===== src/hw/dam_pkg.sv =====
// Shared constants and checksum function for the accelerometer message layer
package dam_pkg;
  localparam int MSG_BITS = 48;
  localparam int BYTE_W = 8;
  localparam int DATA_BITS = 32;
  localparam int WORD_W = 16;
  localparam logic [5:0] BITCNT_FULL = 6'h30;
  localparam logic [5:0] BITCNT_MAX = 6'h3F;
  localparam int SMP_W = 48;
  localparam int FIFO_DEPTH = 8;
  // Request command fields
  localparam logic [3:0] REQ_ACC = 4'h1;
  localparam logic [3:0] REQ_STAT = 4'h2;
  localparam int CMD_ST_BIT = 6;
  localparam int CMD_MSB = 47;
  localparam int CMD_LSB = 40;
  // Response type codes in the status byte
  localparam logic [2:0] TYPE_ACC = 3'h1;
  localparam logic [2:0] TYPE_STAT = 3'h2;
  localparam int RESP_TYPE_LSB = 40;
  localparam int RESP_ST_BIT = 43;
  localparam int RESP_ERR_BIT = 44;
  localparam int RESP_D1_MSB = 39;
  localparam int RESP_D1_LSB = 24;
  localparam logic [7:0] BYTE_ZERO = 8'h00;
  localparam logic STAT_BIT0 = 1'b1;
  localparam logic [15:0] ST_OFFSET_DEF = 16'h0100;
  localparam logic [15:0] WORD_ZERO = 16'h0000;
  localparam logic [47:0] MSG_ZERO = 48'h0000_0000_0000;

  // Low byte of the ones complement of the sum of five bytes
  function automatic logic [7:0] msg_cks(input logic [39:0] m);
    logic [10:0] s;
    s = 11'h000;
    for (int i = 0; i < 5; i++) begin
      s = s + {3'h0, m[i*8 +: 8]};
    end
    return ~s[7:0];
  endfunction
endpackage


===== src/hw/dam_fifo.sv =====
// Sample FIFO between the sensing front end and the message layer
module dam_fifo #(
  parameter int W = 48,
  parameter int D = 8
) (
  input wire logic i_clk,
  input wire logic i_rst,
  input wire logic i_ce,
  input wire logic i_valid,
  input wire logic [W-1:0] i_data,
  output logic o_ready,
  output logic o_valid,
  output logic [W-1:0] o_data,
  input wire logic i_ready
);
  localparam int AW = (D > 1) ? $clog2(D) : 1;
  localparam logic [AW:0] CNT_FULL = (AW+1)'(D);
  localparam logic [AW-1:0] PTR_LAST = AW'(D - 1);

  logic [W-1:0] mem [D];
  logic [AW-1:0] wr_ptr;
  logic [AW-1:0] rd_ptr;
  logic [AW:0] cnt;
  logic [AW:0] next_cnt;
  logic push;
  logic pop;

  assign push = i_valid && o_ready;
  assign pop = i_ready && o_valid;
  assign o_data = mem[rd_ptr];

  always_comb begin
    next_cnt = cnt;
    if (push && !pop) begin
      next_cnt = cnt + (AW+1)'(1);
    end else if (pop && !push) begin
      next_cnt = cnt - (AW+1)'(1);
    end
  end

  // Flags are registered so the full/empty view never glitches
  always_ff @(posedge i_clk) begin
    if (i_rst) begin
      cnt <= '0;
      o_ready <= 1'b1;
      o_valid <= 1'b0;
    end else if (i_ce) begin
      cnt <= next_cnt;
      o_ready <= next_cnt != CNT_FULL;
      o_valid <= next_cnt != '0;
    end
  end

  always_ff @(posedge i_clk) begin
    if (i_rst) begin
      wr_ptr <= '0;
      rd_ptr <= '0;
    end else if (i_ce) begin
      if (push) begin
        wr_ptr <= (wr_ptr == PTR_LAST) ? '0 : wr_ptr + AW'(1);
      end
      if (pop) begin
        rd_ptr <= (rd_ptr == PTR_LAST) ? '0 : rd_ptr + AW'(1);
      end
    end
  end

  always_ff @(posedge i_clk) begin
    if (i_ce && push) begin
      mem[wr_ptr] <= i_data;
    end
  end
endmodule


===== src/hw/dam_msg.sv =====
// Message layer of a dual-axis accelerometer serial slave port
module dam_msg
  import dam_pkg::*;
#(
  parameter int SMP_WIDTH = dam_pkg::SMP_W,
  parameter int DEPTH = dam_pkg::FIFO_DEPTH,
  parameter logic [15:0] ST_OFFSET = dam_pkg::ST_OFFSET_DEF
) (
  input wire logic i_clk,
  input wire logic i_rst,
  input wire logic i_ce,
  input wire logic i_sclk,
  input wire logic i_mosi,
  input wire logic i_cs_n,
  output logic o_miso,
  output logic o_miso_oe,
  input wire logic i_smp_valid,
  input wire logic [dam_pkg::SMP_W-1:0] i_smp_data,
  output logic o_smp_ready,
  input wire logic i_y_fail,
  input wire logic i_x_fail,
  input wire logic i_vref_fail,
  input wire logic i_cap_fail,
  input wire logic i_parity_fail,
  output logic o_selftest,
  output logic o_cksum_err
);
  import dam_pkg::*;

  // Pin synchronisers: the first stage feeds only the second
  logic cs_m;
  logic cs_s;
  logic cs_d;
  logic sclk_m;
  logic sclk_s;
  logic sclk_d;
  logic mosi_m;
  logic mosi_s;

  always_ff @(posedge i_clk) begin
    if (i_rst) begin
      cs_m <= 1'b1;
      cs_s <= 1'b1;
      cs_d <= 1'b1;
      sclk_m <= 1'b0;
      sclk_s <= 1'b0;
      sclk_d <= 1'b0;
      mosi_m <= 1'b1;
      mosi_s <= 1'b1;
    end else if (i_ce) begin
      cs_m <= i_cs_n;
      cs_s <= cs_m;
      cs_d <= cs_s;
      sclk_m <= i_sclk;
      sclk_s <= sclk_m;
      sclk_d <= sclk_s;
      mosi_m <= i_mosi;
      mosi_s <= mosi_m;
    end
  end

  logic frame_start;
  logic frame_end;
  logic sclk_rise;
  logic sclk_fall;

  assign frame_start = i_ce && cs_d && !cs_s;
  assign frame_end = i_ce && !cs_d && cs_s;
  // Mode 0: take input on rising edges, move output on falling edges
  assign sclk_rise = i_ce && !cs_s && sclk_s && !sclk_d;
  assign sclk_fall = i_ce && !cs_s && !sclk_s && sclk_d;

  // Sample path
  logic smp_valid;
  logic [SMP_WIDTH-1:0] smp_data;
  logic smp_pop;

  // Only one sample is taken per frame, so a slow host backs up the FIFO
  assign smp_pop = frame_end && smp_valid;

  dam_fifo #(
    .W(SMP_WIDTH),
    .D(DEPTH)
  ) u_fifo (
    .i_clk(i_clk),
    .i_rst(i_rst),
    .i_ce(i_ce),
    .i_valid(i_smp_valid),
    .i_data(i_smp_data),
    .o_ready(o_smp_ready),
    .o_valid(smp_valid),
    .o_data(smp_data),
    .i_ready(smp_pop)
  );

  // Receive side
  logic [MSG_BITS-1:0] rx;
  logic [5:0] bit_cnt;
  logic rx_good;
  logic [7:0] rx_cmd;

  always_ff @(posedge i_clk) begin
    if (i_rst) begin
      rx <= MSG_ZERO;
      bit_cnt <= '0;
    end else if (i_ce) begin
      if (frame_start) begin
        bit_cnt <= '0;
      end else if (sclk_rise) begin
        rx <= {rx[MSG_BITS-2:0], mosi_s};
        // Saturate so an overlong frame cannot wrap back to a full count
        if (bit_cnt != BITCNT_MAX) begin
          bit_cnt <= bit_cnt + 6'h01;
        end
      end
    end
  end

  assign rx_cmd = rx[CMD_MSB:CMD_LSB];
  // Data bytes are not checked for zero; only length and sum decide
  assign rx_good = (bit_cnt == BITCNT_FULL)
                 && (msg_cks(rx[MSG_BITS-1:BYTE_W]) == rx[BYTE_W-1:0]);

  // Request state kept between frames
  logic [2:0] req_type;
  logic selftest;
  logic cksum_err;

  always_ff @(posedge i_clk) begin
    if (i_rst) begin
      req_type <= TYPE_ACC;
      selftest <= 1'b0;
      cksum_err <= 1'b0;
    end else if (frame_end) begin
      if (rx_good) begin
        cksum_err <= 1'b0;
        selftest <= rx_cmd[CMD_ST_BIT];
        if (rx_cmd[3:0] == REQ_ACC) begin
          req_type <= TYPE_ACC;
        end else if (rx_cmd[3:0] == REQ_STAT) begin
          req_type <= TYPE_STAT;
        end
      end else begin
        cksum_err <= 1'b1;
      end
    end
  end

  // Frozen measurement words, updated only between frames
  logic [WORD_W-1:0] y_frz;
  logic [WORD_W-1:0] x_frz;
  logic [WORD_W-1:0] t_frz;

  always_ff @(posedge i_clk) begin
    if (i_rst) begin
      y_frz <= WORD_ZERO;
      x_frz <= WORD_ZERO;
      t_frz <= WORD_ZERO;
    end else if (smp_pop) begin
      y_frz <= smp_data[3*WORD_W-1:2*WORD_W];
      x_frz <= smp_data[2*WORD_W-1:WORD_W];
      t_frz <= smp_data[WORD_W-1:0];
    end
  end

  // Response assembly
  logic bit_fail;
  logic [7:0] status;
  logic [7:0] stat_d1;
  logic [WORD_W-1:0] y_out;
  logic [WORD_W-1:0] x_out;
  logic [DATA_BITS-1:0] data;
  logic [MSG_BITS-1:0] resp;

  assign bit_fail = i_y_fail || i_x_fail || i_vref_fail || i_cap_fail
                  || i_parity_fail;
  assign status = {bit_fail, i_y_fail, i_x_fail, cksum_err, selftest,
                   req_type};
  assign stat_d1 = {i_x_fail, i_y_fail, i_vref_fail, i_cap_fail, selftest,
                    i_parity_fail, cksum_err, STAT_BIT0};
  // Wrapping add keeps the two's complement form of the offset sum
  assign y_out = selftest ? y_frz + ST_OFFSET : y_frz;
  assign x_out = selftest ? x_frz + ST_OFFSET : x_frz;

  always_comb begin
    if (req_type == TYPE_STAT) begin
      data = {stat_d1, BYTE_ZERO, t_frz};
    end else begin
      data = {y_out, x_out};
    end
  end

  assign resp = {status, data, msg_cks({status, data})};

  // Transmit side
  logic [MSG_BITS-1:0] tx;

  always_ff @(posedge i_clk) begin
    if (i_rst) begin
      tx <= MSG_ZERO;
      o_miso <= 1'b0;
    end else if (frame_start) begin
      tx <= resp;
      o_miso <= resp[MSG_BITS-1];
    end else if (sclk_fall) begin
      tx <= {tx[MSG_BITS-2:0], 1'b0};
      o_miso <= tx[MSG_BITS-2];
    end
  end

  always_ff @(posedge i_clk) begin
    if (i_rst) begin
      o_miso_oe <= 1'b0;
      o_selftest <= 1'b0;
      o_cksum_err <= 1'b0;
    end else if (i_ce) begin
      o_miso_oe <= !cs_s;
      o_selftest <= selftest;
      o_cksum_err <= cksum_err;
    end
  end
endmodule


===== config.mk =====
export PLATFORM = sky130hd
export DESIGN_NAME = dam_msg
export DESIGN_NICKNAME = d
export VERILOG_FILES = /design/src/hw/dam_pkg.sv /design/src/hw/dam_fifo.sv /design/src/hw/dam_msg.sv
export SDC_FILE = /design/constraint.sdc
export NUM_CORES = 1
export LEC_CHECK = 0
export BUFFER_PORTS_ARGS = -buffer_cell sky130_fd_sc_hd__buf_2
export CAP_MARGIN = 20
export CORE_MARGIN = 2
export CORE_UTILIZATION = 55
export DETAILED_ROUTE_END_ITERATION = 16
export PLACE_DENSITY = 0.7
export SETUP_SLACK_MARGIN = 0.5
export SLEW_MARGIN = 20
export SYNTH_ARGS = -nofsm -noshare
export SYNTH_HDL_FRONTEND = slang
export SYNTH_SLANG_ARGS = --single-unit

===== constraint.sdc =====
create_clock -name i_clk -period 8.3 [get_ports i_clk]
set_input_delay 0.83 -clock i_clk [delete_from_list [all_inputs] [get_ports i_clk]]
set_output_delay 0.83 -clock i_clk [all_outputs]
set_load 0.05 [all_outputs]

=== Word-level counts from Yosys, hierarchy flattened ===
Memory sizes are Yosys's and may differ from the RTL's. A register that Yosys moved wholly into a read port is not among the register bits.
Cells that the tools add are included.

* Reductions and logical operators: 37
* Add/sub/neg operators: 15
* Multiplexer cells: 19
* Bitwise operators: 3
* Eq/ne operators: 9

{| class="wikitable"
|+ Operators with widths
! kind !! count
|-
| $mux W47 || 2
|-
| $add A8 B8 Y8 || 8
|-
| $add A16 B9 Y16 const B || 2
|-
| $mux W16 || 2
|-
| $mux W32 || 1
|-
| $mux W6 || 3
|-
| $logic_and A1 B1 Y1 || 16
|-
| $not A8 Y8 || 2
|-
| $mux W3 || 4
|-
| $reduce_and A3 Y1 || 3
|-
| $eq A8 B8 Y1 || 1
|-
| $mux W4 || 2
|-
| $reduce_bool A2 Y1 || 4
|-
| $add A3 B1 Y3 const B || 2
|-
| $add A6 B1 Y6 const B || 1
|-
| $eq A3 B3 Y1 const B || 2
|-
| $eq A6 B6 Y1 const B || 1
|-
| $logic_not A1 Y1 || 6
|-
| $ne A6 B6 Y1 const B || 1
|-
| $reduce_and A2 Y1 || 3
|-
| $mux W1 || 5
|-
| $add A4 B1 Y4 const B || 1
|-
| $eq A4 B1 Y1 const B || 1
|-
| $eq A4 B2 Y1 const B || 1
|-
| 6 further kinds || 9
|}

* Memory bits (writable): 384
* Logic and storage cells: 107
* Output and inout port bits: 5
* Input bits: 60
* Bits in registers: 130
* Memories: 1

{| class="wikitable"
|+ Memory list
! memory !! words !! width !! rd ports !! clocked after Yosys merged registers in !! write ports !! line !! source
|-
| u_fifo.mem || 8 || 48 || 1 || 1 || 1 || dam_fifo.sv:20 || <nowiki>logic [W-1:0] mem [D];</nowiki>
|}

=== Depth between registers and ports, before layout ===
* Depth after elaboration: 9
* Gate-level depth with buffers: 17
* Depth with buffers taken out: 16

=== Cells and area by module ===
From an unflattened synthesis, not the netlist that was laid out.

* Cells, all modules: 1608
* Area total of the unflattened synthesis: 23621.4 um^2

{| class="wikitable"
|+ Modules (own cells, without submodules)
! module !! instances !! area an instance (um^2) !! cells an instance !! seq. area each (um^2)
|-
| dam_fifo || 1 || 15484.9 || 647 || 11831.3
|-
| dam_msg || 1 || 8136.6 || 961 || 3303.2
|}

=== Least setup slack after synthesis ===
Ideal clock, no wire load.

* Path type: input-to-reg
* Start: input i_ce
* End: memory u_fifo.mem[0][0] (enable)
* Arrival: 5.832 ns
* Setup time: 0.575 ns
* Buffers on the path: 1
* Data required time: 7.725 ns
* Cell stages on the path: 3
* Path slack: 1.893 ns
* Cells stage by stage: buf_4 nand3_1 nor4_1

* Cells in the longest elaborated chain, start to end: 3

{| class="wikitable"
|+ RTL lines
! item !! line !! source
|-
| start: declaration || dam_msg.sv:11 || <nowiki>input wire logic i_ce,</nowiki>
|-
| $logic_and A1 B1 Y1 || dam_fifo.sv:69 || <nowiki>if (i_ce && push) begin</nowiki>
|-
| $mux W1 || dam_fifo.sv:69 ||
|-
| $mux W1 (implied by the code) || dam_fifo.sv:70 || <nowiki>mem[wr_ptr] <= i_data;</nowiki>
|-
| end: declaration || dam_fifo.sv:20 ||
|}

No other way between the ends.

=== Worst setup path in the final report ===
* Start: register selftest
* End: register tx[7]

* Cells in the longest elaborated chain, start to end: 8
* Elaborated cells on any way between the ends: 9
* Those cells by class: 4 x add/sub; 4 x mux; 1 x bitwise

{| class="wikitable"
|+ RTL lines
! item !! line !! source
|-
| start: declaration || dam_msg.sv:126 || <nowiki>logic selftest;</nowiki>
|-
| start signal: assignment || dam_msg.sv:137 || <nowiki>selftest <= rx_cmd[CMD_ST_BIT];</nowiki>
|-
| $mux W16 || dam_msg.sv:183 || <nowiki>assign x_out = selftest ? x_frz + ST_OFFSET : x_frz;</nowiki>
|-
| $mux W32 || dam_msg.sv:186 || <nowiki>if (req_type == TYPE_STAT) begin</nowiki>
|-
| $add A8 B8 Y8 (3 in series) || dam_pkg.sv:36 || <nowiki>s = s + {3'h0, m[i*8 +: 8]};</nowiki>
|-
| $add A8 B8 Y8 * || dam_pkg.sv:36 ||
|-
| $not A8 Y8 * || dam_pkg.sv:38 || <nowiki>return ~s[7:0];</nowiki>
|-
| $mux W47 * || dam_msg.sv:202 || <nowiki>end else if (frame_start) begin</nowiki>
|-
| end signal: assignment || dam_msg.sv:203 || <nowiki>tx <= resp;</nowiki>
|-
| end signal: assignment || dam_msg.sv:206 || <nowiki>tx <= {tx[MSG_BITS-2:0], 1'b0};</nowiki>
|-
| end: declaration || dam_msg.sv:196 || <nowiki>logic [MSG_BITS-1:0] tx;</nowiki>
|}

Mark *: on every way between the ends. The rest lies on a longest branch, timed or not.
A chain may end at the register's enable or synchronous reset.

==> qor.csv <==
stage;metric;value;unit
timing;Final Cycle Share;60.3;%
timing;Fin Clk Skew;0.0293;ns
synth;Syn Nets;1688;
route;drt first-iter violations;1112;
final_layout;area taken by flip-flops and latches;15100;um^2
final_layout;fill count;3135;
synth;Post-Syn Area;23100;um^2
cts;CTS sink count;561;
final_layout;final core occ;61.6;%
route;Final ANT Viol Nets;0;
cts;Clk pin slew, worst setup/hold paths;0.06;ns
setup_path;FF-to-FF path depth;15;
route;DRC Markers;0;
timing;final-report hold violation count;0;
synth;Mapped Cells;1562;
cts;H-tree levels;2;
final_layout;most frequent cells in the layout;384 x edfxtp_1, 174 x dfxtp_1, 156 x nand2_1;
route;via density per instance;5.90;
outcome;status;complete, no violations;
floorplan;I/O pin total;65;
placement;DP Cell Count;2092;
grt;vias in the first global route;13100;
placement;Post-DP HPWL;27400;um
cts;TritonCTS buffer count;55;
synth;top cell type's share of synthesized area;50.0;%
final_layout;Multi-input gate area;7540;um^2
floorplan;Core Rows;75;
setup_path;Critical Path End Type;flop;
power_and_ir_drop;combinational power share;3.2;%
synth;largest family of logic cells by synthesized area;multiplexers;
placement;port bufs;64;
setup_path;Worst R2R Start;selftest$_SDFFE_PP0P_;
floorplan;Starting Density;55.4;%
cts;postcts setup bufs;0;
setup_path;CP Data Arrival Time;5.50;ns
power_and_ir_drop;Pleak;8.37;nW
setup_path;CP startpoint;selftest$_SDFFE_PP0P_;
synth;Yosys cell types;55;
final_layout;Nets;1736;
floorplan;die width;209;um
final_layout;most common cell after layout, fill and taps aside;edfxtp_1;
setup_path;critical path type;reg -> reg;
route;drt pass-1 iters;6;
route;via count;13000;
timing;fin crit period;5.01;ns
placement;Final GP Congestion;0.869;
cts;clk_lat worst skew;0.61;ns
synth;Post-Synth XOR/XNOR Area;1.94;%
placement;DP Worst Slack;3.32;ns
setup_path;crit path max fanout;17;
synth;post-synthesis sequential area ratio;65.4;%
final_layout;Layout Cells excl Fill;2197;
cts;Longest Clk Path Bufs;3;
hold_path;Hold Crit Start;tx[25]$_SDFFE_PP0P_;
cts;CTS tree;done;
synth;area leader, netlist;edfxtp_1;
cts;CTS Root Cell;clkbuf_16;
cts;hold bufs inserted after CTS;0;
timing;worst-margin pin slew;1.09;ns
power_and_ir_drop;sw frac;20.6;%
synth;Top FF cell, synth;edfxtp_1;
synth;Adder-Cell Fraction of Synth Area;4.85;%
power_and_ir_drop;VDD IR max;0.182;mV
synth;simple-gate portion of the synthesized area;6.46;%
synth;YS warnings;0;
grt;largest net degree at the start of global routing;99;
route;Routed WL;46400;um
setup_path;startpoint types;flop;
grt;initial antenna violation count;6;
floorplan;Die Height;209;um
power_and_ir_drop;Clock power frac;42.4;%
power_and_ir_drop;internal power;4.43;mW
timing;setup violators final;0;
power_and_ir_drop;Design Power;5.58;mW
route;WL per Instance;21.1;um
timing;Setup TNS;0;ns
synth;Mapped Avg Cell Area;14.8;um^2
grt;total congestion overflow;0;
synth;mux contribution to synthesized area;12.6;%
timing;Final Max Slew Viols;0;
setup_path;Worst EP required;8.79;ns
final_layout;ratio of cells with drive above 1 in the final layout;16.4;%
synth;Async SR Flop Fraction;0;%
timing;Setup WS post-layout;3.29;ns
final_layout;P&R area growth vs syn;11.2;%
synth;Synth Area in Compound Gates;6.56;%
hold_path;Hold WC Path Type;reg -> reg;
floorplan;Die Area;43600;um^2
cts;cells resized by post-CTS repair;0;
timing;RSZ-0062 raised after global routing;no;
timing;fmax;200;MHz
power_and_ir_drop;P per Cell Area;218;nW/um^2
power_and_ir_drop;sw power;1.15;mW
timing;Rel. slew slack;27.1;%
synth;#FFs+latches synth;561;
synth;Synth area leaders;edfxtp_1 50%, dfxtp_1 15%, mux4_2 9.4%;
synth;number of flops mapped to enable cells by yosys;384;
grt;total track usage;21.7;%
power_and_ir_drop;Flop pwr share;54.4;%
run;Max Cap Violations;0;
grt;first-pass GRT wire length;72900;um
hold_path;WHS Path Cells;2;
floorplan;Core ar.;41700;um^2
==> sequential cells by signal, summed over array words and instances, names as in the netlist, 2 cells and up <==
register       cells
u_fifo.rd_ptr      3
tx                47
x_frz             16
req_type           2
bit_cnt            6
rx                48
u_fifo.cnt         4
y_frz             16
t_frz             16
u_fifo.mem       384
u_fifo.wr_ptr      3
==> cells in the mapped netlist (15+ instances only) <==
master	count
clkbuf_1	74
dfxtp_1	177
mux2i_1	75
nor2_1	129
edfxtp_1	384
fa_1	39
o21ai_0	15
xnor2_1	33
a211oi_1	66
ha_1	27
a21oi_1	85
inv_1	38
mux4_2	96
nand2_1	156
==> through the flow <==
stage	hold slack (ns)	instance area, um^2
final	0.451	25700
after global routing	0.466	25600
after CTS	0.442	25600
after detailed placement	0.444	23900
after global placement	0.440	23900
after floorplan	0.431	23100
==> metal layers <==
metal  track usage [%]  wire length [um]  share of wire [%]  vias up
met5                 0                41              0.088        -
met4              6.67              1080                2.3        6
met3              3.49              2400                5.2       67
met2              36.5             23200                 50      336
met1              29.4             19600                 42     6558
li1                  -                 -                  -     5987
==> critical path, stage by stage, from the launching register on <==
cell      delay (ns)
dfxtp_1         0.81
nand4_1         0.37
xor2_1          0.24
o21ai_0         0.28
fa_1            0.50
fa_1            0.52
inv_1           0.06
fa_1            0.49
inv_1           0.04
ha_1            0.31
a21o_1          0.17
a21oi_1         0.22
o21bai_1        0.10
a21oi_1         0.20
xnor3_1         0.33
a211oi_1        0.24
==> worst paths after layout <==
path              slack (ns)                  end
hold / removal          0.45  tx[25]$_SDFFE_PP0P_
hold reg to reg         0.45  tx[25]$_SDFFE_PP0P_
setup reg to reg        3.29   tx[7]$_SDFFE_PP0P_
setup / recovery        3.29   tx[7]$_SDFFE_PP0P_
==> kinds of logic (layout without fill, tap and decap cells) <==
family / count (synthesis) / in the layout
flip-flops: 561 / 561
AND/OR/NAND/NOR: 352 / 352
AO/OA/AOI/OAI: 232 / 232
multiplexers: 171 / 171
buffers and inverters: 132 / 225
adder cells (fa/ha/maj): 66 / 66
XOR/XNOR: 48 / 48
other: 0 / 3
==> power by group through the flow <==
| stage | clock (mW) | combinational [mW] | sequential (mW) |
|---|---|---|---|
| 4_1_cts | 2.43 | 0.182 | 3.03 |
| 2_1_floorplan | 0 | 0.113 | 3.09 |
| 6_report | 2.37 | 0.180 | 3.03 |
| 3_3_place_gp | 0 | 0.175 | 3.09 |
| 3_5_place_dp | 0 | 0.181 | 3.09 |
| 5_1_grt | 2.52 | 0.201 | 3.04 |
==> layout make-up <==
cell class / count / area share (%)
Timing Repair Buffer: 84 / 1.84
Inverter: 39 / 0.571
Sequential cell: 561 / 58.8
Antenna cell: 3 / 0.0293
Tap cell: 539 / 2.63
Multi-Input combinational cell: 869 / 29.4
Clock buffer: 82 / 6.00
Clock inverter: 20 / 0.732
Power figures use the tool's default switching activity.
